--- src/pkg/pbmcs_pkg.sv ---
// Constants and types for the basic control and status register pair
package pbmcs_pkg;
    // Register addresses on the management bus
    localparam logic [4:0] REG_CONTROL = 5'h00;
    localparam logic [4:0] REG_STATUS = 5'h01;
    localparam logic [4:0] REG_VENDOR = 5'h11;
    // Control field positions
    localparam int CTL_SRST = 15;
    localparam int CTL_LOOP = 14;
    localparam int CTL_PD = 11;
    localparam int CTL_ISO = 10;
    // Fixed read values and vendor register reset value
    localparam logic CTL_SPEED_VAL = 1'h1;
    localparam logic CTL_ANEG_VAL = 1'h0;
    localparam logic [9:0] CTL_RSVD_VAL = 10'h100;
    localparam logic [15:0] VENDOR_RST = 16'h0000;
    // Status field positions
    localparam int STS_PRE_SUPP = 6;
    localparam int STS_ANEG_DONE = 5;
    localparam int STS_RFAULT = 4;
    localparam int STS_LINK = 2;
    localparam int STS_JABBER = 1;
    localparam int STS_EXT_CAP = 0;
    // Management frame constants
    localparam logic [5:0] PRE_LEN = 6'h20;
    localparam logic [1:0] OP_READ = 2'h2;
    localparam logic [1:0] OP_WRITE = 2'h1;
    localparam logic [4:0] ADDR_BITS_LAST = 5'h09;
    localparam logic [4:0] DATA_BITS_LAST = 5'h0F;
    // Soft reset duration
    localparam int SYS_CLK_PERIOD_NS = 50;
    localparam int SRST_TIME_NS = 1000;
    localparam int SRST_CYC_INT = (SRST_TIME_NS + SYS_CLK_PERIOD_NS - 1) / SYS_CLK_PERIOD_NS;
    localparam logic [4:0] SRST_LOAD = 5'(SRST_CYC_INT - 1);

    typedef enum logic [5:0] {
        S_IDLE = 6'h01,
        S_ST = 6'h02,
        S_OP = 6'h04,
        S_ADDR = 6'h08,
        S_TA = 6'h10,
        S_DATA = 6'h20
    } pbmcs_state_t;

    typedef struct packed {
        pbmcs_state_t state;
        logic mdc_q;
        logic [5:0] pre_cnt;
        logic pre_ok;
        logic [4:0] bit_cnt;
        logic [1:0] op;
        logic [15:0] shift;
        logic mine;
        logic [4:0] regad;
        logic mdo;
        logic mdo_oe;
        logic ctl_srst;
        logic [4:0] srst_cnt;
        logic ctl_loop;
        logic ctl_pd;
        logic ctl_iso;
        logic [15:0] vendor;
        logic rf_lat;
        logic jab_lat;
        logic link_lost;
        logic [3:0] rx_d;
        logic rx_dv;
        logic [3:0] line_tx_d;
        logic line_tx_en;
        logic link_up;
    } pbmcs_regs_t;
endpackage

--- src/rtl/pbmcs_top.sv ---
// Basic control/status registers with management frame slave and MAC data gating
// Behaviour
// - Writing one to soft reset bit resets coding-layer registers to defaults.
// - Soft reset bit reads one during reset, clears itself when done.
// - Soft reset leaves vendor-specific register untouched.
// - Loopback bit routes MAC transmit data back onto MAC receive lines.
// - No link-up indication while MAC-side loopback is active.
// - Speed bit reads one, auto-negotiation enable reads zero, both read-only.
// - Power down bit places the physical layer into low-power state.
// - Powered down keeps management access working, disables everything else.
// - Effective power down is power down bit OR active-low pin.
// - Pin driven low sets the power down bit.
// - Isolate bit disconnects MAC data interface, management stays working.
// - Remote fault latches high on fault, clears on read or reset.
// - Link status reads one only with valid link, latches low until read.
// - Frames without preamble accepted; full preamble needed after reset or errors.
module pbmcs_top
    import pbmcs_pkg::*;
(
    input wire logic sys_clk,
    input wire logic rst_n,
    input wire logic [4:0] phy_addr,
    input wire logic mdc,
    input wire logic mdio_in,
    output logic mdio_out,
    output logic mdio_oe,
    input wire logic interrupt_powerdown_pin_n,
    input wire logic [3:0] mac_tx_d,
    input wire logic mac_tx_en,
    output logic [3:0] mac_rx_d,
    output logic mac_rx_dv,
    input wire logic [3:0] line_rx_d,
    input wire logic line_rx_dv,
    output logic [3:0] line_tx_d,
    output logic line_tx_en,
    input wire logic link_ok,
    input wire logic remote_fault_in,
    input wire logic jabber_in,
    output logic link_up,
    output logic power_down,
    output logic pcs_reset,
    output logic [15:0] vendor_cfg
);
    import pbmcs_pkg::*;

    localparam pbmcs_regs_t Q_RESET = '{
        state: S_IDLE, mdc_q: 1'h0, pre_cnt: 6'h00, pre_ok: 1'h0, bit_cnt: 5'h00,
        op: 2'h0, shift: 16'h0000, mine: 1'h0, regad: 5'h00, mdo: 1'h0, mdo_oe: 1'h0,
        ctl_srst: 1'h0, srst_cnt: 5'h00, ctl_loop: 1'h0, ctl_pd: 1'h0, ctl_iso: 1'h0,
        vendor: VENDOR_RST, rf_lat: 1'h0, jab_lat: 1'h0, link_lost: 1'h1,
        rx_d: 4'h0, rx_dv: 1'h0, line_tx_d: 4'h0, line_tx_en: 1'h0, link_up: 1'h0
    };

    pbmcs_regs_t q;
    pbmcs_regs_t n;
    logic mdc_rise;
    logic pd_eff;
    logic link_live;
    logic data_off;

    function automatic logic reg_hit(input logic [4:0] a, input logic [4:0] o);
        return a == o;
    endfunction

    assign mdc_rise = mdc & ~q.mdc_q;
    assign pd_eff = q.ctl_pd | ~interrupt_powerdown_pin_n;
    // Soft reset also holds the data path quiet
    assign data_off = pd_eff | q.ctl_srst;
    assign link_live = link_ok & ~q.ctl_loop & ~data_off;

    always_comb begin
        logic clr_sts;
        logic srst_go;
        logic [9:0] full;
        logic [15:0] wd;
        logic [15:0] rd;
        clr_sts = 1'b0;
        srst_go = 1'b0;
        full = {q.shift[8:0], mdio_in};
        wd = {q.shift[14:0], mdio_in};
        rd = 16'h0000;
        n = q;
        n.mdc_q = mdc;

        // Soft reset countdown
        if (q.ctl_srst) begin
            if (q.srst_cnt == 5'h00) begin
                n.ctl_srst = 1'b0;
            end else begin
                n.srst_cnt = q.srst_cnt - 5'h01;
            end
        end

        if (mdc_rise) begin
            case (q.state)
                S_IDLE: begin
                    if (mdio_in) begin
                        if (q.pre_cnt == PRE_LEN - 6'h01) begin
                            n.pre_ok = 1'b1;
                        end else begin
                            n.pre_cnt = q.pre_cnt + 6'h01;
                        end
                    end else begin
                        n.pre_cnt = 6'h00;
                        // Start bit only counts once a full preamble was seen
                        if (q.pre_ok) begin
                            n.pre_ok = 1'b1;
                            n.state = S_ST;
                        end
                    end
                end
                S_ST: begin
                    n.bit_cnt = 5'h00;
                    n.state = mdio_in ? S_OP : S_IDLE;
                end
                S_OP: begin
                    n.op = {q.op[0], mdio_in};
                    if (q.bit_cnt == 5'h01) begin
                        n.bit_cnt = 5'h00;
                        if ({q.op[0], mdio_in} == OP_READ || {q.op[0], mdio_in} == OP_WRITE) begin
                            n.state = S_ADDR;
                        end else begin
                            n.pre_ok = 1'b0;
                            n.state = S_IDLE;
                        end
                    end else begin
                        n.bit_cnt = 5'h01;
                    end
                end
                S_ADDR: begin
                    n.shift = wd;
                    n.bit_cnt = q.bit_cnt + 5'h01;
                    if (q.bit_cnt == ADDR_BITS_LAST) begin
                        n.bit_cnt = 5'h00;
                        n.mine = full[9:5] == phy_addr;
                        n.regad = full[4:0];
                        n.state = S_TA;
                        if (reg_hit(full[4:0], REG_CONTROL)) begin
                            rd = {q.ctl_srst, q.ctl_loop, CTL_SPEED_VAL, CTL_ANEG_VAL,
                                  q.ctl_pd, q.ctl_iso, CTL_RSVD_VAL};
                        end else if (reg_hit(full[4:0], REG_STATUS)) begin
                            rd = 16'h0000;
                            rd[STS_PRE_SUPP] = 1'b1;
                            rd[STS_ANEG_DONE] = 1'b1;
                            rd[STS_RFAULT] = q.rf_lat;
                            rd[STS_LINK] = link_live & ~q.link_lost;
                            rd[STS_JABBER] = q.jab_lat;
                            rd[STS_EXT_CAP] = 1'b1;
                            clr_sts = (full[9:5] == phy_addr) && (q.op == OP_READ);
                        end else if (reg_hit(full[4:0], REG_VENDOR)) begin
                            rd = q.vendor;
                        end
                        if (q.op == OP_READ) begin
                            n.shift = rd;
                        end
                    end
                end
                S_TA: begin
                    n.bit_cnt = 5'h01;
                    if (q.op == OP_READ) begin
                        if (q.bit_cnt == 5'h00) begin
                            n.mdo_oe = q.mine;
                            n.mdo = 1'b0;
                        end else begin
                            n.mdo = q.shift[15];
                            n.shift = {q.shift[14:0], 1'b0};
                            n.bit_cnt = 5'h00;
                            n.state = S_DATA;
                        end
                    end else if (mdio_in != (q.bit_cnt == 5'h00)) begin
                        // Bad turnaround on a write drops the frame
                        n.pre_ok = 1'b0;
                        n.state = S_IDLE;
                    end else if (q.bit_cnt == 5'h01) begin
                        n.bit_cnt = 5'h00;
                        n.state = S_DATA;
                    end
                end
                S_DATA: begin
                    n.bit_cnt = q.bit_cnt + 5'h01;
                    if (q.op == OP_READ) begin
                        n.mdo = q.shift[15];
                        n.shift = {q.shift[14:0], 1'b0};
                    end else begin
                        n.shift = wd;
                    end
                    if (q.bit_cnt == DATA_BITS_LAST) begin
                        n.mdo_oe = 1'b0;
                        n.mdo = 1'b0;
                        n.state = S_IDLE;
                        n.pre_cnt = 6'h00;
                        if (q.op == OP_WRITE && q.mine) begin
                            if (reg_hit(q.regad, REG_CONTROL)) begin
                                // Read-only and reserved bits are not stored
                                n.ctl_loop = wd[CTL_LOOP];
                                n.ctl_pd = wd[CTL_PD];
                                n.ctl_iso = wd[CTL_ISO];
                                if (wd[CTL_SRST]) begin
                                    srst_go = 1'b1;
                                    n.ctl_srst = 1'b1;
                                    n.srst_cnt = SRST_LOAD;
                                    n.ctl_loop = 1'b0;
                                    n.ctl_pd = 1'b0;
                                    n.ctl_iso = 1'b0;
                                end
                            end else if (reg_hit(q.regad, REG_VENDOR)) begin
                                n.vendor = wd;
                            end
                        end
                    end
                end
                default: begin
                    n.state = S_IDLE;
                    n.mdo_oe = 1'b0;
                end
            endcase
        end

        // Latches: a new event wins over a clear in the same cycle
        n.rf_lat = remote_fault_in | (q.rf_lat & ~clr_sts & ~srst_go);
        n.jab_lat = jabber_in | (q.jab_lat & ~clr_sts & ~srst_go);
        n.link_lost = ~link_live | (q.link_lost & ~clr_sts);
        if (!interrupt_powerdown_pin_n) begin
            n.ctl_pd = 1'b1;
        end

        // MAC data path
        if (data_off || q.ctl_iso) begin
            n.rx_d = 4'h0;
            n.rx_dv = 1'b0;
        end else if (q.ctl_loop) begin
            n.rx_d = mac_tx_d;
            n.rx_dv = mac_tx_en;
        end else begin
            n.rx_d = line_rx_d;
            n.rx_dv = line_rx_dv;
        end
        n.line_tx_d = (data_off || q.ctl_iso) ? 4'h0 : mac_tx_d;
        n.line_tx_en = mac_tx_en & ~data_off & ~q.ctl_iso;
        n.link_up = link_live;
    end

    always_ff @(posedge sys_clk or negedge rst_n) begin
        if (!rst_n) begin
            q <= Q_RESET;
        end else begin
            q <= n;
        end
    end

    assign mdio_out = q.mdo;
    assign mdio_oe = q.mdo_oe;
    assign mac_rx_d = q.rx_d;
    assign mac_rx_dv = q.rx_dv;
    assign line_tx_d = q.line_tx_d;
    assign line_tx_en = q.line_tx_en;
    assign link_up = q.link_up;
    assign power_down = pd_eff;
    assign pcs_reset = q.ctl_srst;
    assign vendor_cfg = q.vendor;

    // Checks
    a_srst_self_clear: assert property (@(posedge sys_clk) disable iff (!rst_n)
        $rose(q.ctl_srst) |-> ##19 q.ctl_srst ##1 !q.ctl_srst)
        else $error("soft reset length wrong");
    a_srst_ctl_clear: assert property (@(posedge sys_clk) disable iff (!rst_n)
        $rose(q.ctl_srst) && $past(interrupt_powerdown_pin_n) |-> !q.ctl_loop && !q.ctl_pd)
        else $error("soft reset kept control bits");
    a_loop_data: assert property (@(posedge sys_clk) disable iff (!rst_n)
        q.ctl_loop && !data_off && !q.ctl_iso |=> mac_rx_dv == $past(mac_tx_en))
        else $error("loopback data mismatch");
    a_loop_no_link: assert property (@(posedge sys_clk) disable iff (!rst_n)
        q.ctl_loop |=> !link_up)
        else $error("link up during loopback");
    a_pin_sets_pd: assert property (@(posedge sys_clk) disable iff (!rst_n)
        !interrupt_powerdown_pin_n |=> q.ctl_pd && power_down)
        else $error("pin did not set power down");
    a_pd_quiet: assert property (@(posedge sys_clk) disable iff (!rst_n)
        pd_eff |=> !mac_rx_dv && !line_tx_en && !link_up)
        else $error("data active in power down");
    a_iso_quiet: assert property (@(posedge sys_clk) disable iff (!rst_n)
        q.ctl_iso |=> !mac_rx_dv && !line_tx_en)
        else $error("data active while isolated");
    a_rf_latch: assert property (@(posedge sys_clk) disable iff (!rst_n)
        remote_fault_in |=> q.rf_lat)
        else $error("remote fault not latched");
    a_link_low: assert property (@(posedge sys_clk) disable iff (!rst_n)
        !link_live |=> q.link_lost)
        else $error("link loss not latched");
    a_ta_drive: assert property (@(posedge sys_clk) disable iff (!rst_n)
        mdc_rise && q.state == S_TA && q.op == OP_READ && q.mine && q.bit_cnt == 5'h00
        |=> mdio_oe && !mdio_out)
        else $error("read turnaround not driven");
    c_read: cover property (@(posedge sys_clk) disable iff (!rst_n)
        q.state == S_DATA && q.op == OP_READ && q.mine);
    c_srst: cover property (@(posedge sys_clk) disable iff (!rst_n) $rose(q.ctl_srst));
    c_loop: cover property (@(posedge sys_clk) disable iff (!rst_n) q.ctl_loop && mac_rx_dv);
    a_srst_quiet: assert property (@(posedge sys_clk) disable iff (!rst_n)
        q.ctl_srst |=> !link_up && !line_tx_en && !mac_rx_dv)
        else $error("data active during soft reset");
    c_pin_pd: cover property (@(posedge sys_clk) disable iff (!rst_n) !interrupt_powerdown_pin_n);
endmodule

--- config.mk ---
export PLATFORM = sky130hd
export DESIGN_NAME = pbmcs_top
export DESIGN_NICKNAME = d
export VERILOG_FILES = /design/src/pkg/pbmcs_pkg.sv /design/src/rtl/pbmcs_top.sv
export SDC_FILE = /design/constraint.sdc
export NUM_CORES = 1
export LEC_CHECK = 0
export BUFFER_PORTS_ARGS = -buffer_cell sky130_fd_sc_hd__buf_2
export CORE_ASPECT_RATIO = 0.7
export CORE_UTILIZATION = 38
export CTS_BUF_LIST = sky130_fd_sc_hd__clkbuf_8
export DETAILED_ROUTE_END_ITERATION = 12
export SLEW_MARGIN = 20
export SYNTH_ARGS = -nofsm -noshare
export SYNTH_HDL_FRONTEND = slang
export SYNTH_SLANG_ARGS = --single-unit
--- constraint.sdc ---
create_clock -name sys_clk -period 3.2 [get_ports sys_clk]
set_input_delay 0.32 -clock sys_clk [delete_from_list [all_inputs] [get_ports sys_clk]]
set_output_delay 0.32 -clock sys_clk [all_outputs]
set_load 0.02 [all_outputs]
* After elaboration in Yosys (flattened, before gate mapping)
Index checks and enable logic that the tools add are counted.
Operators by class: add/sub/neg operators 3, eq/ne operators 40, mux-type cells 70, bitwise gates (word level) 27, reduce and logical (&&, ||, !) cells 26
Operator list (count):
- two-way mux 16 bit | 8
- two-way mux 25 bit | 3
- two-way mux 6 bit | 12
- one-hot mux 16 bit (3 select lines) | 1
- one-hot mux 6 bit (6 select lines) | 1
- two-way mux 1 bit | 27
- two-way mux 27 bit | 1
- one-hot mux 5 bit (5 select lines) | 1
- two-way mux 22 bit | 1
- inequality test 2 bit (second input constant) | 11
- logical NOT 5 bit | 4
- two-way mux 5 bit | 4
- two-way mux 9 bit | 2
- AND reduction 5 bit | 3
- == test 6 x 5 -> 1 bit (second input constant) | 2
- inequality test 3 bit (second input constant) | 4
- one-hot mux 6 bit (2 select lines) | 1
- AND reduction 4 bit | 3
- AND 1 bit | 11
- inverter 1 bit | 11
- == test 5 x 1 -> 1 bit (second input constant) | 2
- == test 5 x 4 -> 1 bit (second input constant) | 2
- == test 5 bit (second input constant) | 2
- inequality test 2 x 1 -> 1 bit (second input constant) | 5
- other kinds (31) | 44
Storage, ports and cells: register bits 84, input port bits 23, output and inout port bits 31, word-level logic and storage cells 191

* Longest topological paths before layout
depth after elaboration 11, mapped depth 9, mapped depth without buffers 7

* Least setup slack after synthesis
No wires, ideal clock.
kind register to register, from register q[42] (netlist name), to register q, in the netlist vendor_cfg[10], setup time 0.127 ns, data arrival time 2.188 ns, slack 0.885 ns, cell stages (with the launch flop) 8, path buffers 2, period minus slack after synthesis 2.315 ns, cells stage by stage dfrtp_1 or4b_1 or4_4 nor2_2 and3_1 buf_4 buf_6 mux2_1
On the way: word-level cells in the longest chain between the ends 3
Ends and longest elaborated chain:
- start: declaration | RTL line pbmcs_top.sv:54 | pbmcs_regs_t q;
- start signal: assignment | RTL line pbmcs_top.sv:247 | q <= n;
- logical NOT 5 bit | RTL line pbmcs_top.sv:62 | return a == o;
- inverter 1 bit (no line)
- AND reduction 6 bit (no line) (*)
Mark *: on every way between the ends. The rest lies on a longest branch, timed or not. A chain may end at the register's enable or synchronous reset.

* Worst setup path in the final report
from register q[66] (netlist name), to register q[83] (netlist name)
On the way: word-level cells in the longest chain between the ends 5
Ends and longest elaborated chain:
- logical NOT 5 bit | RTL line pbmcs_top.sv:161, pbmcs_top.sv:170
- inequality test 1 bit | RTL line pbmcs_top.sv:170 | end else if (mdio_in != (q.bit_cnt == 5'h00)) begin
- two-way mux 6 bit | RTL line pbmcs_top.sv:170
- two-way mux 6 bit | RTL line pbmcs_top.sv:160 | if (q.op == OP_READ) begin
- one-hot mux 6 bit (6 select lines) | RTL line pbmcs_top.sv:95 | case (q.state)
Several ways; a longest one is shown, not always the timed one.

==> results.tsv <==
metric	value	unit
status	finished, final reports clean	
power density over the cells	572	nW/um^2
Max Cap Viol	0	
met2 wire length	4300	um
CP startpoint kind	register	
Setup Viol. Count Final	0	
clock tree from TritonCTS	done	
clk_lat worst skew	0.37	ns
Final HPWL DP	7370	um
routed wl met3	604	um
number of top-level pins	54	
First DRT Iteration DRCs	306	
Clock Root Buffer	clkbuf_8	
#FFs+latches synth	84	
Num Clock Sinks	84	
core area	11700	sq um
worst setup slack after placement	0.690	ns
vias per cell	5.39	
postcts setup bufs	0	
Synth Flop Type	dfrtp_1	
asr flop ratio synth	100	%
commonest cells after routing, fill and taps aside	dfrtp_1 (82), nand2_1 (61), buf_2 (52)	
CP max FO	6	
Clock Skews	0.0105	ns
Max Fclk	395	MHz
Die Y	93.7	um
Synth Net Count	504	
Mapped Area	4570	sq um
initial antenna violation count	0	
worst slew pin tran	0.808	ns
part of the cycle the worst path needs	79.1	%
vias	3570	
reg2reg setup slack	0.67	ns
final slew viol count	0	
Ys Warns	0	
vias in the first global route	3403	
placed cells	646	
Post-CTS Hold Buffers	0	
clk buf depth	2	
final wirelength	10400	um
worst endpoint required time	3.45	ns
Avg WL per Cell	15.7	um
Max Used Layer	met4	
M1 WL	5390	um
Post-Synthesis Cells	475	
Resized cells post-CTS	0	
drt drc	0	
area grow syn2layout	9.59	%
Core Util, Final	42.7	%
Nets	529	
RSZ-0062 raised after global routing	no	
EDFF count, synth	0	
Syn Area/Cell	9.61	sq um
setup_tns	0	ns
Final Non-Filler Cells	662	
number of diodes	0	
VDD IR max	0.207	mV
largest net degree at the start of global routing	65	
most common cell after layout, fill and taps aside	dfrtp_1	
Total GRT Usage	18.2	%
post-route ant nets	0	
min Tclk post-route	2.53	ns
critical path class	reg2reg	
kind of end point of the critical path	register	
filler instances	1179	
first drt pass iteration count	4	
row count	33	
relative slew slack	46.1	%
Yosys cell types	70	
Die W	133	um
Pleak	0.00233	uW
Die ar.	12500	sq um
share of cells above drive strength 1	18.8	%
Worst Path Arrival	2.79	ns
global-route wire length before repair	17700	um
initial cell density of the core	38.9	%
H-tree depth	3	
Fin Hold WS	0.0200	ns
Port Buffers	53	
sequential share of the synthesized area	46.1	%
remaining global-route overflow	0	
Hold WC Path Type	in2async	
CTS clk-pin slew, worst paths	0.09	ns
placer congestion estimate	0.965	
Final WS setup	0.668	ns
Fin. Hold Viols	0	
CTS buffer count	9	
## final cells by class
cell class | instances | area [sq um] | area share (%)
timing repair buffer | 59 | 313 | 6.25
sequential | 84 | 2100 | 42.1
clock inverter | 7 | 82.6 | 1.65
tap | 157 | 196 | 3.92
clock buffer | 9 | 124 | 2.48
multi-input combinational | 330 | 2120 | 42.5
inverter | 16 | 60.1 | 1.20
## kinds of logic after synthesis
kind of cell             count (synthesis)  share of synthesized area, %
AO/OA/AOI/OAI                          105                          14.8
XOR/XNOR                                 9                          1.73
adder cells (fa/ha/maj)                  6                          1.64
buffers and inverters                   61                          7.40
flip-flops                              84                          46.1
multiplexers                            29                          6.90
AND/OR/NAND/NOR                        181                          21.4
## worst max-delay path, stage by stage, from the launching register on
cell and delay, ns:
dfrtp_1 0.42, inv_1 0.08, ha_1 0.18, nor4bb_1 0.63
o22ai_1 0.21, nor4b_4 0.52, mux2_1 0.37
## sequential cells by signal, indices dropped and copies added (netlist names)
signal / flops
q: 54
vendor_cfg: 16
line_tx_d: 4
mac_rx_d: 4
line_tx_en: 1
link_up: 1
mac_rx_dv: 1
mdio_oe: 1
mdio_out: 1
pcs_reset: 1
## power breakdown
| group | switching, uW | total (uW) | leakage, uW | internal (uW) |
|---|---|---|---|---|
| logic | 408 | 682 | 0.00111 | 274 |
| clock network | 433 | 806 | 0.0000984 | 373 |
| registers | 189 | 1370 | 0.00112 | 1180 |
| total | 1030 | 2860 | 0.00233 | 1830 |
## per-layer routing
layer	GRT usage (%)	vias to the layer above
li1	-	1712
met1	27.7	1749
met2	24.6	99
met3	5.12	10
met4	5.36	0
met5	0	-
## Yosys cell counts (2+ instances only)
library cell,instances,share of area (%)
buf_4,26,4.3
a31oi_1,2,0.27
nor2b_1,6,0.82
inv_1,16,1.3
o22ai_1,3,0.41
nand3b_1,3,0.49
nor4_1,2,0.27
o211ai_1,5,0.82
mux2i_1,9,2.0
a21oi_1,21,2.3
clkbuf_1,14,1.2
or4b_1,5,1.1
dfstp_2,2,1.2
nand2_1,61,5.0
nand4_1,2,0.27
a22oi_1,5,0.82
nor2_1,30,2.5
nor3_1,18,2.0
nand3_1,10,1.1
o21ai_1,23,2.5
o21a_1,2,0.33
mux2_1,19,4.7
o41ai_1,2,0.38
nor4_2,2,0.55
and3_1,6,0.82
nand2b_1,10,1.4
o31ai_1,2,0.33
or4_4,3,0.74
a21o_1,5,0.82
o21ai_0,17,1.9
xnor2_1,5,0.96
xor2_1,4,0.77
a32oi_1,4,0.77
and2_1,7,0.96
dfrtp_1,82,45
buf_2,3,0.33
ha_1,6,1.6
## final timing paths
kind / start / endpoint / cells after the start
setup / recovery: q[66]$_DFFE_PN0P_ / q[83]$_DFFE_PN0P_ / 6
hold / removal: rst_n / mac_rx_d[2]$_DFF_PN0_ / 1
setup reg to reg: q[66]$_DFFE_PN0P_ / q[83]$_DFFE_PN0P_ / 6
hold reg to reg: q[43]$_DFFE_PN0P_ / q[43]$_DFFE_PN0P_ / 2
max in group asynchronous: rst_n / q[11]$_DFF_PN1_ / 2
min in group sys_clk: mdc / q[77]$_DFF_PN0_ / 1
## per-stage QoR
step	area, sq um	power [uW]
finish	5000	2860
global route	5000	3050
CTS	5000	2880
detailed placement	4800	2060
global placement	4800	2040
floorplan	4570	1860
Power figures use the tool's default switching activity.
